### config.mk
export PLATFORM = sky130hd
export DESIGN_NAME = aie_execute
export DESIGN_NICKNAME = d
export VERILOG_FILES = /design/src/aie_pkg.sv /design/src/aie_alu_if.sv /design/src/aie_adder.sv /design/src/aie_execute.sv
export SDC_FILE = /design/constraint.sdc
export NUM_CORES = 1
export LEC_CHECK = 0
export ABC_AREA = 0
export BUFFER_PORTS_ARGS = -buffer_cell sky130_fd_sc_hd__buf_4
export CORE_AREA = 2 2 78 80
export CTS_BUF_LIST = sky130_fd_sc_hd__clkbuf_2 sky130_fd_sc_hd__clkbuf_4 sky130_fd_sc_hd__clkbuf_8
export CTS_CLUSTER_SIZE = 24
export DETAILED_ROUTE_END_ITERATION = 10
export DIE_AREA = 0 0 80 82
export PLACE_DENSITY = 0.79
export REMOVE_ABC_BUFFERS = 1
export SLEW_MARGIN = 20
export SYNTH_ARGS = -nofsm -noshare
export SYNTH_HDL_FRONTEND = slang
export SYNTH_HIERARCHICAL = 1
export SYNTH_SLANG_ARGS = --single-unit
### constraint.sdc
create_clock -name CLK_IN -period 4.3 [get_ports CLK_IN]
set_clock_uncertainty 0.15 [all_clocks]
set_input_delay 0.215 -clock CLK_IN [delete_from_list [all_inputs] [get_ports CLK_IN]]
set_output_delay 0.215 -clock CLK_IN [all_outputs]
set_load 0.03 [all_outputs]
### src/aie_pkg.sv
// constants shared by the add-instruction execute block
// Contract
// RULE1: destination zero writes sum into working register
// RULE2: destination one writes sum back to file
// RULE3: access zero, basic set uses access bank
// RULE4: access one uses bank select register bank
// RULE5: extended set, low address uses indexed offset; the code does so only with access zero, access one stays banked
// RULE6: literal add to accumulator; one cycle; flags
package aie_pkg;
  // opcode fields
  localparam logic [7:0] OPC_ADD_LITERAL = 8'h0F;
  localparam logic [5:0] OPC_ADD_FILE = 6'h09;
  localparam int DEST_BIT = 9;
  localparam int ACCESS_BIT = 8;
  // access bank split and indexed window
  localparam logic [7:0] ACCESS_SPLIT = 8'h60;
  localparam logic [7:0] INDEX_LIMIT = 8'h5F;
  localparam logic [3:0] ACCESS_LOW_BANK = 4'h0;
  localparam logic [3:0] ACCESS_HIGH_BANK = 4'hF;
  // status bit positions
  localparam int FLAG_CARRY = 0;
  localparam int FLAG_DIGIT_CARRY = 1;
  localparam int FLAG_ZERO = 2;
  localparam int FLAG_OVERFLOW = 3;
  localparam int FLAG_NEGATIVE = 4;
  // reset values
  localparam logic [7:0] WORK_RESET = 8'h00;
  localparam logic [4:0] STATUS_RESET = 5'h00;
  localparam logic [11:0] ADDR_RESET = 12'h000;
  typedef enum logic {AIE_IDLE, AIE_EXEC} aie_state_t;
endpackage

### src/aie_alu_if.sv
// operands, sum and flags between the sequencer and the adder
`timescale 1ns/1ps
`default_nettype none
interface aie_alu_if;
  logic [7:0] op_a;
  logic [7:0] op_b;
  logic [7:0] sum;
  logic [4:0] flags;
  modport calc (input op_a, input op_b, output sum, output flags);
  modport user (output op_a, output op_b, input sum, input flags);
endinterface
`default_nettype wire

### src/aie_adder.sv
// eight-bit adder with negative, overflow, zero, digit-carry and carry flags
`timescale 1ns/1ps
`default_nettype none
module aie_adder
  import aie_pkg::*;
(
  aie_alu_if.calc alu
);
  logic [4:0] low_sum;
  logic [8:0] full_sum;
  always_comb
  begin
    low_sum = {1'b0, alu.op_a[3:0]} + {1'b0, alu.op_b[3:0]};
    full_sum = {1'b0, alu.op_a} + {1'b0, alu.op_b};
    alu.sum = full_sum[7:0];
    alu.flags = STATUS_RESET;
    alu.flags[FLAG_CARRY] = full_sum[8]; // see RULE6
    alu.flags[FLAG_DIGIT_CARRY] = low_sum[4]; // see RULE6
    alu.flags[FLAG_ZERO] = (full_sum[7:0] == 8'h00); // see RULE6
    // signed overflow: like-signed operands giving a differently signed sum
    alu.flags[FLAG_OVERFLOW] = (alu.op_a[7] == alu.op_b[7]) && (full_sum[7] != alu.op_a[7]);
    alu.flags[FLAG_NEGATIVE] = full_sum[7]; // see RULE6
  end
endmodule
`default_nettype wire

### src/aie_execute.sv
// sequencer for the literal add and the file add instructions
`timescale 1ns/1ps
`default_nettype none
module aie_execute
  import aie_pkg::*;
(
  // clock and reset
  input wire logic CLK_IN,
  input wire logic RST_N_IN,
  // instruction issue
  input wire logic INSTR_VALID_IN,
  input wire logic [15:0] INSTR_IN,
  output logic BUSY_OUT,
  output logic DONE_OUT,
  // working register preload
  input wire logic W_LOAD_IN,
  input wire logic [7:0] W_LOAD_DATA_IN,
  // addressing context
  input wire logic EXT_SET_EN_IN,
  input wire logic [3:0] BANK_SELECT_IN,
  input wire logic [11:0] INDEX_BASE_IN,
  // data memory
  output logic [11:0] MEM_ADDR_OUT,
  output logic MEM_RE_OUT,
  input wire logic [7:0] MEM_RDATA_IN,
  output logic MEM_WE_OUT,
  output logic [7:0] MEM_WDATA_OUT,
  // architectural state
  output logic [7:0] W_OUT,
  output logic [4:0] STATUS_OUT
);
  import aie_pkg::*;

  ////////////////////////////////////////////////////////////////////////////
  aie_state_t state;
  aie_state_t next_state;
  logic is_file;
  logic next_is_file;
  logic dest_file;
  logic next_dest_file;
  logic [7:0] literal;
  logic [7:0] next_literal;
  logic [11:0] mem_addr;
  logic [11:0] next_mem_addr;
  logic mem_re;
  logic next_mem_re;
  logic mem_we;
  logic next_mem_we;
  logic [7:0] mem_wdata;
  logic [7:0] next_mem_wdata;
  logic [7:0] working_register;
  logic [7:0] next_working_register;
  logic [4:0] status;
  logic [4:0] next_status;
  logic done;
  logic next_done;
  logic busy;
  logic next_busy;
  logic accept;
  logic take_literal;
  logic take_file;
  logic [7:0] file_address;

  aie_alu_if alu ();

  aie_adder u_adder (
    .alu (alu)
  );

  assign file_address = INSTR_IN[7:0];
  assign take_literal = INSTR_IN[15:8] == OPC_ADD_LITERAL;
  assign take_file = INSTR_IN[15:10] == OPC_ADD_FILE;
  // unknown opcodes are dropped without occupying the block
  assign accept = (state == AIE_IDLE) && INSTR_VALID_IN && (take_literal || take_file);
  assign alu.op_a = working_register;
  assign alu.op_b = is_file ? MEM_RDATA_IN : literal;

  ////////////////////////////////////////////////////////////////////////////
  always_comb
  begin
    next_state = state;
    next_is_file = is_file;
    next_dest_file = dest_file;
    next_literal = literal;
    next_mem_addr = mem_addr;
    next_mem_re = 1'b0;
    next_mem_we = 1'b0;
    next_mem_wdata = mem_wdata;
    next_working_register = working_register;
    next_status = status;
    next_done = 1'b0;
    next_busy = 1'b0;
    case (state)
      AIE_IDLE:
      begin
        if (accept)
        begin
          next_state = AIE_EXEC;
          next_busy = 1'b1;
          next_is_file = take_file;
          next_dest_file = INSTR_IN[DEST_BIT];
          next_literal = file_address;
          next_mem_re = take_file;
          if (INSTR_IN[ACCESS_BIT])
          begin
            next_mem_addr = {BANK_SELECT_IN, file_address}; // see RULE4
          end
          else if (EXT_SET_EN_IN && (file_address <= INDEX_LIMIT))
          begin
            next_mem_addr = 12'(INDEX_BASE_IN + {4'h0, file_address}); // see RULE5
          end
          else if (file_address < ACCESS_SPLIT)
          begin
            next_mem_addr = {ACCESS_LOW_BANK, file_address}; // see RULE3
          end
          else
          begin
            next_mem_addr = {ACCESS_HIGH_BANK, file_address}; // see RULE3
          end
        end
        else if (W_LOAD_IN)
        begin
          next_working_register = W_LOAD_DATA_IN;
        end
      end
      AIE_EXEC:
      begin
        next_state = AIE_IDLE;
        next_done = 1'b1; // see RULE6
        next_status = alu.flags; // see RULE6
        if (is_file && dest_file)
        begin
          next_mem_we = 1'b1; // see RULE2
          next_mem_wdata = alu.sum; // see RULE2
        end
        else
        begin
          next_working_register = alu.sum; // see RULE1
        end
      end
      default:
      begin
        next_state = AIE_IDLE;
      end
    endcase
  end

  always_ff @(posedge CLK_IN or negedge RST_N_IN)
  begin
    if (!RST_N_IN)
    begin
      state <= AIE_IDLE;
      is_file <= 1'b0;
      dest_file <= 1'b0;
      literal <= 8'h00;
      mem_addr <= ADDR_RESET;
      mem_re <= 1'b0;
      mem_we <= 1'b0;
      mem_wdata <= 8'h00;
      working_register <= WORK_RESET;
      status <= STATUS_RESET;
      done <= 1'b0;
      busy <= 1'b0;
    end
    else
    begin
      state <= next_state;
      is_file <= next_is_file;
      dest_file <= next_dest_file;
      literal <= next_literal;
      mem_addr <= next_mem_addr;
      mem_re <= next_mem_re;
      mem_we <= next_mem_we;
      mem_wdata <= next_mem_wdata;
      working_register <= next_working_register;
      status <= next_status;
      done <= next_done;
      busy <= next_busy;
    end
  end

  // busy has its own flop so the pin carries no decode logic
  assign BUSY_OUT = busy;
  assign DONE_OUT = done;
  assign MEM_ADDR_OUT = mem_addr;
  assign MEM_RE_OUT = mem_re;
  assign MEM_WE_OUT = mem_we;
  assign MEM_WDATA_OUT = mem_wdata;
  assign W_OUT = working_register;
  assign STATUS_OUT = status;
endmodule
`default_nettype wire

==> results.yml, run 1 <==
timing:
  maxSlewHeadroom_pct: 39.19
  rsz0062_at_grt: "no"
  hold_viol: 0
  period_needed_ns: 3.218
  tightest_slew_ns: 0.9088
  setup_viol: 0
  tns_ns: 0
  drv_slew: 0
  max_freq_mhz: 310.8
  post-route-period-util_pct: 74.84
finish:
  syn2layout_area_growth_pct: 29.73
  layout-drive-gt1-share_pct: 35.55
  antenna_cells: 0
  fin_util_pct: 66.70
  nFillCells: 500
  nets: 462
  final_common_cell: "buf_4"
  layout_common_cells: "buf_4 (91), dfrtp_1 (47), nand2_1 (35), mux2_2 (24), a21oi_1 (23)"
grt:
  gr-total-overflow: 0
  antenna_found_initial: 0
  track_usage_pct: 21.75
  grt_pass1_wl_mm: 11.14
  grt_max_degree: 48
  grt_pass1_vias: 2453
clock_tree:
  clock_latency_ns: 0.30
  cts_root_buf: "clkbuf_8"
  clk_pin_slew_worst_paths_ns: 0.09
  cts_tree: "yes"
  postCtsHoldBufs: 6
  ctsResizeCount: 0
  clockBufferDepth: 2
  htreeDepth: 2
  cts_made_buffers: 5
  cts_sinks: 47
  cts_setup_buffers: 0
route:
  ant_nets: 0
  wl_mm: 6.930
  route.detailed.drc: 0
  vias: 2550
  first_pass_iters: 4
  vias_per_cell: 5.472
  drtIter0Drc: 144
  wl_per_cell_um: 14.87
critical_path:
  r2r_slack_ns: 1.08
  crit_path_end_kind: "register"
  worstPathRequired_ns: 4.40
  endpoint: "STATUS_OUT[2]$_DFFE_PN0P_"
  crit_path_top_delay_cell: "dfrtp_1"
  cp.arrival_ns: 3.31
  max_stage_delay_ns: 0.60
  worst-setup-path-type: "reg2reg"
  ff2ff_path_depth: 9
  path_cells: "mux2_2, ha_1, fa_1, a21o_1, a21o_1, xor2_1, or4_4, nor3_2, mux2_2"
  crit_fanout: 11
  crit_path_start: "is_file$_DFFE_PN0P_"
  r2r_end: "STATUS_OUT[2]$_DFFE_PN0P_"
  worstSetupStartpointType: "register"
  crit-reg2reg-launch: "is_file$_DFFE_PN0P_"
power_and_ir_drop:
  power.density_nw_per_um2: 322.2
  irDropWorstVdd_v: 0.0001899
  p_leak_nw: 1.903
floorplan:
  start_util_pct: 51.42
  ios: 90
  dieArea_sq_um: 6560
  core_sq_um: 5746
  chipWidth_um: 80
  dieHeight_um: 82
  rows: 28
hold_path:
  hp-class: "in2reg"
logic_synthesis:
  yosys_warnings: 6
  async_flop_share_pct: 100.0
  ys_ff_latch: 47
  yosysUniqueCellTypes: 54
  postSynthCellCount: 297
  syn_area_sq_um: 2954
  ys.flop_type: "dfrtp_1"
  yosysSeqAreaShare_pct: 39.81
  synth_edf_count: 0
  syn_area_per_cell_sq_um: 9.946
placement:
  dp_hpwl_mm: 5.246
  io_buffer_count: 89
  place_congestion: 0.9050
flow_run:
  drv_cap: 0
run_status:
  run_status: "completed"
==> power by group <==
part           switching (mW)  total (mW)  leakage [nW]  internal [mW]
sequential             0.0296       0.517         0.624          0.487
clock                   0.148       0.275        0.0470          0.126
combinational           0.249       0.443          1.23          0.194
==> synthesized netlist by cell type, types with 6 or more instances <==
| cell type | number | area share (%) |
|---|---|---|
| ha_1 | 16 | 6.8 |
| inv_1 | 10 | 1.3 |
| nor2_1 | 11 | 1.4 |
| nor3_1 | 8 | 1.4 |
| dfrtp_1 | 47 | 40 |
| o21ai_1 | 8 | 1.4 |
| mux2i_1 | 11 | 3.7 |
| mux2_2 | 24 | 9.1 |
| o21ai_0 | 17 | 2.9 |
| a21o_1 | 6 | 1.5 |
| nand2_1 | 35 | 4.4 |
| nor2b_1 | 6 | 1.3 |
| nand3_1 | 6 | 1.0 |
| a21oi_1 | 23 | 3.9 |
==> cell type report <==
cell class                 count  area [sq um]  area share (%)
inverter                      11         46.29           1.208
clock inverter                 1         5.005          0.1306
tap                           75         93.84           2.449
sequential                    47          1176           30.69
timing repair buffer          97         743.2           19.39
multi-input combinational    229          1685           43.98
clock buffer                   6         82.58           2.155
==> layer usage <==
layer | routed length (um) | global-route usage [%]
met1 | 3042 | 26.89
met2 | 3321 | 37.50
met3 | 408 | 4.286
met4 | 158 | 8.644
met5 | 0 | 0
==> critical path: cells and delay by family (launching register included) <==
kind / cells / cell delay, ns
AOI/OAI and AO/OA: 2 / 0.40
xor gates and xnor gates: 1 / 0.17
adders and majority gates: 2 / 0.67
DFF: 1 / 0.60
muxes: 2 / 0.55
and+or+nand+nor: 2 / 0.63
==> registers in the layout, indices dropped and copies added, names as in the netlist <==
register	flops
literal	8
W_OUT	8
MEM_RE_OUT	1
STATUS_OUT	5
MEM_ADDR_OUT	12
MEM_WE_OUT	1
is_file	1
BUSY_OUT	1
DONE_OUT	1
dest_file	1
MEM_WDATA_OUT	8
==> logic make-up (layout without fill, tap and decap cells) <==
group,count (synthesis),count (layout),share of synthesized area [%]
fa+ha+maj,18,18,8.132
xor+xnor,10,10,2.965
mux,37,37,13.77
simple gates,85,85,14.32
buf+inv,21,115,3.135
compound gates,79,79,17.87
flops,47,47,39.81
==> stage by stage <==
stage	std cells	instance area [sq um]	setup WS (ns)	hold slack, ns	power [mW]
global route	466	3832	0.9526	0.004761	1.302
detailed placement	453	3685	1.129	0.1138	0.9634
floorplan	287	2908	1.331	-0.2306	0.8044
global placement	453	3685	1.215	0.1120	0.9485
finish	466	3832	1.082	0.008264	1.235
CTS	466	3832	1.093	0.002531	1.244
==> how the worst min path moves through the flow <==
stage / start / endpoint / slack (ns) / depth (start not counted)
2_1_floorplan: RST_N_IN / BUSY_OUT$_DFF_PN0_ / -0.23 / 0
3_3_place_gp: RST_N_IN / DONE_OUT$_DFF_PN0_ / 0.11 / 1
3_5_place_dp: RST_N_IN / MEM_WE_OUT$_DFF_PN0_ / 0.11 / 1
4_1_cts: INSTR_IN[9] / dest_file$_DFFE_PN0P_ / 0.003 / 2
5_1_grt: INSTR_IN[9] / dest_file$_DFFE_PN0P_ / 0.005 / 2
6_report: INSTR_IN[9] / dest_file$_DFFE_PN0P_ / 0.008 / 2
No activity file was read; power rests on OpenSTA's default activity.
==> run 2, diff against run 1 <==
--- a/config.mk
+++ b/config.mk
@@ -7,12 +7,12 @@
 export LEC_CHECK = 0
 export ABC_AREA = 0
 export BUFFER_PORTS_ARGS = -buffer_cell sky130_fd_sc_hd__buf_4
-export CORE_AREA = 2 2 78 80
+export CORE_AREA = 2 2 82 84
 export CTS_BUF_LIST = sky130_fd_sc_hd__clkbuf_2 sky130_fd_sc_hd__clkbuf_4 sky130_fd_sc_hd__clkbuf_8
 export CTS_CLUSTER_SIZE = 24
 export DETAILED_ROUTE_END_ITERATION = 10
-export DIE_AREA = 0 0 80 82
-export PLACE_DENSITY = 0.79
+export DIE_AREA = 0 0 84 86
+export PLACE_DENSITY = 0.76
 export REMOVE_ABC_BUFFERS = 1
 export SLEW_MARGIN = 20
 export SYNTH_ARGS = -nofsm -noshare
==> constraint.sdc (replaced) <==
create_clock -name CLK_IN -period 2.9 [get_ports CLK_IN]
set_clock_uncertainty 0.15 [all_clocks]
set_input_delay 0.145 -clock CLK_IN [delete_from_list [all_inputs] [get_ports CLK_IN]]
set_output_delay 0.145 -clock CLK_IN [all_outputs]
set_load 0.03 [all_outputs]
==> results.yml, run 2 (same netlist as run 1, synthesis figures left out) <==
finish:
  layout-drive-gt1-share_pct: 36.67
  antenna_cells: 0
  largest_register_ff_count: 12
  nFillCells: 522
  syn2layout_area_growth_pct: 36.13
  layout_common_cells: "buf_4 (97), dfrtp_1 (47), nand2_1 (35), mux2_2 (24), a21oi_1 (23)"
  fin_util_pct: 64.06
  fin_area_sq_um: 4021
  nets: 479
  final_common_cell: "buf_4"
floorplan:
  chipWidth_um: 84
  rows: 29
  start_util_pct: 47.06
  dieArea_sq_um: 7224
  core_sq_um: 6277
  ios: 90
  dieHeight_um: 86
timing:
  tightest_slew_ns: 0.6476
  whs_ns: -0.005759
  setup_viol: 0
  maxSlewHeadroom_pct: 56.70
  period_needed_ns: 2.826
  post-route-period-util_pct: 97.46
  rsz0062_at_grt: "yes"
  max_freq_mhz: 353.8
  drv_slew: 0
  hold_viol: 1
  finalWorstSetupSlack_ns: 0.07372
clock_tree:
  cts_made_buffers: 5
  cts_sinks: 47
  clockBufferDepth: 2
  htreeDepth: 2
  cts_tree: "yes"
  clock_latency_ns: 0.29
  clk_pin_slew_worst_paths_ns: 0.08
  cts_root_buf: "clkbuf_8"
critical_path:
  crit_fanout: 3
  critPathBufInv: 0
  crit_path_end_kind: "register"
  crit_family: "simple AND/OR/NAND/NOR gates"
  worstSetupStartpointType: "register"
  path_cells: "mux2_2, ha_2, fa_2, a21o_1, a21o_1, xor2_1, or4_4, nor3_2, mux2_2"
  cp.arrival_ns: 2.92
  max_stage_delay_ns: 0.52
  crit_path_top_delay_cell: "or4_4"
  worstPathRequired_ns: 2.99
  worst-setup-path-type: "reg2reg"
hold_path:
  hp-class: "in2reg"
route:
  vias: 2660
  wl_mm: 7.268
  ant_nets: 0
  wl_per_cell_um: 14.95
  drtIter0Drc: 182
  first_pass_iters: 4
  route.detailed.drc: 0
  vias_per_cell: 5.473
power_and_ir_drop:
  seq_power_share_pct: 40.3
  irDropWorstVdd_v: 0.0002879
  p_int_mw: 1.266
  comb_power_share_pct: 36.4
  power.density_nw_per_um2: 473.1
  power.share.clock_pct: 23.3
  power.switching_mw: 0.6368
  switching_share_pct: 33.48
  p_leak_nw: 1.981
placement:
  placement.cell_area_sq_um: 3725
  place_congestion: 0.9059
  dp_hpwl_mm: 5.479
  io_buffer_count: 89
  pre_cts_ws_ns: -0.001437
grt:
  track_usage_pct: 21.11
  grt_max_degree: 48
  gr-total-overflow: 0
  grt_pass1_vias: 2667
  grt_pass1_wl_mm: 12.40
  antenna_found_initial: 0
run_status:
  run_status: "complete, but fails checks"
  violations: "hold timing"
flow_run:
  drv_cap: 0
run 2: changes by cell type in the layout (fill, tap and decap cells not counted), sizes merged:
cell / previous run / this run
dlygate4sd3: 6 / 17
clkbuf: 6 / 8
clkinv: 2 / 1
buf: 91 / 97
run 2: worst paths after layout:
path / start / end / slack [ns] / cells after the start
min in group asynchronous: RST_N_IN / STATUS_OUT[4]$_DFFE_PN0P_ / 0.24 / 2
max in group asynchronous: RST_N_IN / MEM_WDATA_OUT[5]$_DFFE_PN0P_ / 1.94 / 2
hold reg to reg: literal[4]$_DFFE_PN0P_ / literal[4]$_DFFE_PN0P_ / 0.33 / 2
setup / recovery: is_file$_DFFE_PN0P_ / STATUS_OUT[2]$_DFFE_PN0P_ / 0.07 / 9
setup reg to reg: is_file$_DFFE_PN0P_ / STATUS_OUT[2]$_DFFE_PN0P_ / 0.07 / 9
hold / removal: W_LOAD_DATA_IN[3] / W_OUT[3]$_DFFE_PN0P_ / -0.006 / 3
run 2: through the flow:
step / hold slack (ns) / power (mW) / instances / TNS [ns]
finish: -0.005759 / 1.902 / 486 / 0
detailed placement: 0.04819 / 1.444 / 460 / -0.001437
CTS: 0.001428 / 1.908 / 486 / 0
global placement: 0.03867 / 1.424 / 460 / 0
global route: 0.01100 / 2.013 / 486 / -0.01434
floorplan: -0.3006 / 1.193 / 287 / -0.06856
run 2: what timing repair did:
item / 4_1_cts / 5_1_grt
setup buffers: 1 / 0
endpoints found under the hold margin: 65 / 0
setup endpoints to repair: 1 / 2
hold buffers: 17 / 0
resized for setup: 1 / 3
run 2: tightest hold or removal path, cell delays in order:
cell and delay, ns:
buf_4 0.07, mux2i_1 0.05, o21ai_0 0.14
run 2: layer usage:
metal  routed length, um  global-route usage (%)
met1                3197                   27.67
met2                3495                   34.55
met3                 436                   4.812
met4                 139                   7.625
met5                   0                       0
run 2: layout make-up:
cell class	count	area (sq um)	share of cell area, %
Sequential cell	47	1176	29.25
Timing Repair Buffer	114	898.4	22.34
Multi-Input combinational cell	229	1700	42.28
Inverter	11	46.29	1.151
Clock buffer	8	103.9	2.582
Tap cell	77	96.34	2.396
run 2: power by group through the flow:
| stage | sequential (mW) | clock (mW) | combinational, mW |
|---|---|---|---|
| 3_3_place_gp | 0.779 | 0 | 0.645 |
| 6_report | 0.767 | 0.443 | 0.693 |
| 5_1_grt | 0.778 | 0.477 | 0.759 |
| 4_1_cts | 0.767 | 0.453 | 0.688 |
| 2_1_floorplan | 0.868 | 0 | 0.324 |
| 3_5_place_dp | 0.780 | 0 | 0.663 |
==> run 3, diff against run 2 <==
--- a/config.mk
+++ b/config.mk
@@ -7,12 +7,12 @@
 export LEC_CHECK = 0
 export ABC_AREA = 0
 export BUFFER_PORTS_ARGS = -buffer_cell sky130_fd_sc_hd__buf_4
-export CORE_AREA = 2 2 82 84
-export CTS_BUF_LIST = sky130_fd_sc_hd__clkbuf_2 sky130_fd_sc_hd__clkbuf_4 sky130_fd_sc_hd__clkbuf_8
+export CORE_AREA = 2 2 83 85
+export CTS_BUF_LIST = sky130_fd_sc_hd__clkbuf_4 sky130_fd_sc_hd__clkbuf_8 sky130_fd_sc_hd__clkbuf_16
 export CTS_CLUSTER_SIZE = 24
 export DETAILED_ROUTE_END_ITERATION = 10
-export DIE_AREA = 0 0 84 86
-export PLACE_DENSITY = 0.76
+export DIE_AREA = 0 0 85 87
+export PLACE_DENSITY = 0.74
 export REMOVE_ABC_BUFFERS = 1
 export SLEW_MARGIN = 20
 export SYNTH_ARGS = -nofsm -noshare
==> constraint.sdc (replaced) <==
create_clock -name CLK_IN -period 2.9 [get_ports CLK_IN]
set_clock_uncertainty 0.15 [all_clocks]
set_input_delay 0.29 -clock CLK_IN [delete_from_list [all_inputs] [get_ports CLK_IN]]
set_output_delay 0.29 -clock CLK_IN [all_outputs]
set_load 0.03 [all_outputs]
==> results.yml, run 3 (same netlist as run 1, synthesis figures left out) <==
timing:
  post-route-period-util_pct: 97.55
  setup_viol: 0
  period_needed_ns: 2.829
  maxSlewHeadroom_pct: 58.67
  hold_viol: 0
  tightest_slew_ns: 0.6182
  rsz0062_at_grt: "yes"
  max_freq_mhz: 353.5
  drv_slew: 0
finish:
  syn2layout_area_growth_pct: 30.96
  largest_register_ff_count: 12
  fin_area_sq_um: 3869
  final_cells: 470
  nets: 461
  layout_common_cells: "buf_4 (95), dfrtp_1 (47), nand2_1 (35), mux2_2 (24), a21oi_1 (23)"
  antenna_cells: 0
  final_common_cell: "buf_4"
  layout-drive-gt1-share_pct: 37.69
power_and_ir_drop:
  irDropWorstVdd_v: 0.0003109
  p_leak_nw: 1.898
  power.density_nw_per_um2: 495.3
  power_mw: 1.916
clock_tree:
  clk_pin_slew_worst_paths_ns: 0.08
  cts_tree: "yes"
  htreeDepth: 2
  clock_latency_ns: 0.29
  cts_root_buf: "clkbuf_8"
  cts_sinks: 47
  clockBufferDepth: 2
  cts_made_buffers: 5
route:
  vias_per_cell: 5.417
  drtIter0Drc: 91
  first_pass_iters: 4
  route.detailed.drc: 0
  vias: 2546
  wl_per_cell_um: 14.96
  wl_mm: 7.032
  ant_nets: 0
flow_run:
  drv_cap: 0
grt:
  grt_pass1_vias: 2480
  grt_max_degree: 48
  antenna_found_initial: 0
  track_usage_pct: 19.56
  gr-total-overflow: 0
  grt_pass1_wl_mm: 11.61
floorplan:
  rows: 30
  start_util_pct: 44.97
  ios: 90
  core_sq_um: 6569
  dieHeight_um: 87
  chipWidth_um: 85
  dieArea_sq_um: 7395
placement:
  dp_hpwl_mm: 5.536
  placement.cell_area_sq_um: 3721
  place_congestion: 0.8891
  io_buffer_count: 89
  post-place-cells: 462
critical_path:
  cp.arrival_ns: 2.92
  worst-setup-path-type: "reg2reg"
  crit_path_start: "is_file$_DFFE_PN0P_"
  crit-reg2reg-launch: "is_file$_DFFE_PN0P_"
  ff2ff_path_depth: 9
  crit_fanout: 3
  crit_path_end_kind: "register"
  r2r_slack_ns: 0.07
  r2r_end: "STATUS_OUT[2]$_DFFE_PN0P_"
  worstSetupStartpointType: "register"
  endpoint: "STATUS_OUT[2]$_DFFE_PN0P_"
  worstPathRequired_ns: 2.99
hold_path:
  min_from: "INSTR_IN[0]"
  hp-class: "in2reg"
run_status:
  run_status: "completed"
==> run 3: changes by cell type in the layout (fill, tap and decap cells not counted) <==
cell	delta
dlygate4sd3_1	-16
clkbuf_8	-2
bufinv_16	+1
ha_4	+1
a32oi_2	-1
o311ai_2	-1
a32oi_4	+1
o311ai_1	+1
buf_4	-2
ha_1	-1
==> run 3: cell type report <==
class                           count  area, sq um
Fill cell                         595         2700
Multi-Input combinational cell    229         1717
Sequential cell                    47         1176
Timing Repair Buffer               96        723.2
Tap cell                           80        100.1
Clock buffer                        6        76.32
Inverter                           11        46.29
Clock inverter                      1        30.03
==> run 3: how the worst min path moves through the flow <==
| stage | depth (start not counted) | endpoint | slack, ns |
|---|---|---|---|
| global route | 3 | literal[2]$_DFFE_PN0P_ | 0.04 |
| finish | 3 | literal[0]$_DFFE_PN0P_ | 0.05 |
| floorplan | 0 | BUSY_OUT$_DFF_PN0_ | -0.16 |
| global placement | 1 | MEM_ADDR_OUT[7]$_DFFE_PN0P_ | 0.19 |
| CTS | 3 | literal[0]$_DFFE_PN0P_ | 0.04 |
| detailed placement | 1 | MEM_ADDR_OUT[11]$_DFFE_PN0P_ | 0.19 |
==> run 3: power by group <==
part	switching [mW]	internal, mW
Sequential	0.0439	0.722
Clock	0.210	0.262
Combinational	0.374	0.304
==> run 3: per-layer routing <==
metal / share of wire, % / global-route usage [%] / wire [um] / vias up
li1: - / - / - / 1250
met5: 0 / 0 / 0 / -
met4: 1.8 / 6.205 / 125 / 0
met1: 45 / 26.85 / 3169 / 1187
met2: 46 / 30.68 / 3246 / 96
met3: 7.0 / 4.645 / 491 / 13
==> run 3: worst max-delay path, stage by stage (launching register included) <==
cell and delay (ns):
dfrtp_1 0.38, mux2_2 0.34, ha_2 0.20, fa_2 0.35, a21o_1 0.19, a21o_1 0.20
xor2_1 0.16, or4_4 0.52, nor3_2 0.11, mux2_2 0.16
==> run 3: metrics by stage <==
step | utilization [%] | hold WS [ns] | TNS, ns | worst slack, ns
floorplan | - | -0.1556 | -0.06856 | -0.06856
global placement | 56.65 | 0.1919 | 0 | 0.05255
detailed placement | 56.65 | 0.1909 | -0.01746 | -0.01746
global route | 58.90 | 0.04341 | -0.05892 | -0.05892
CTS | 58.46 | 0.04143 | 0 | 0.01126
finish | 58.90 | 0.05034 | 0 | 0.07109
==> run 3: what timing repair did <==
action | in CTS | in global routing
gates cloned | 0 | 0
buffers inserted | 0 | 0
gates resized for setup | 1 | 4
hold buffers | 1 | 0
endpoints found under the hold margin | 47 | 0
pin swaps | 0 | 0
endpoints found under the setup margin | 1 | 1
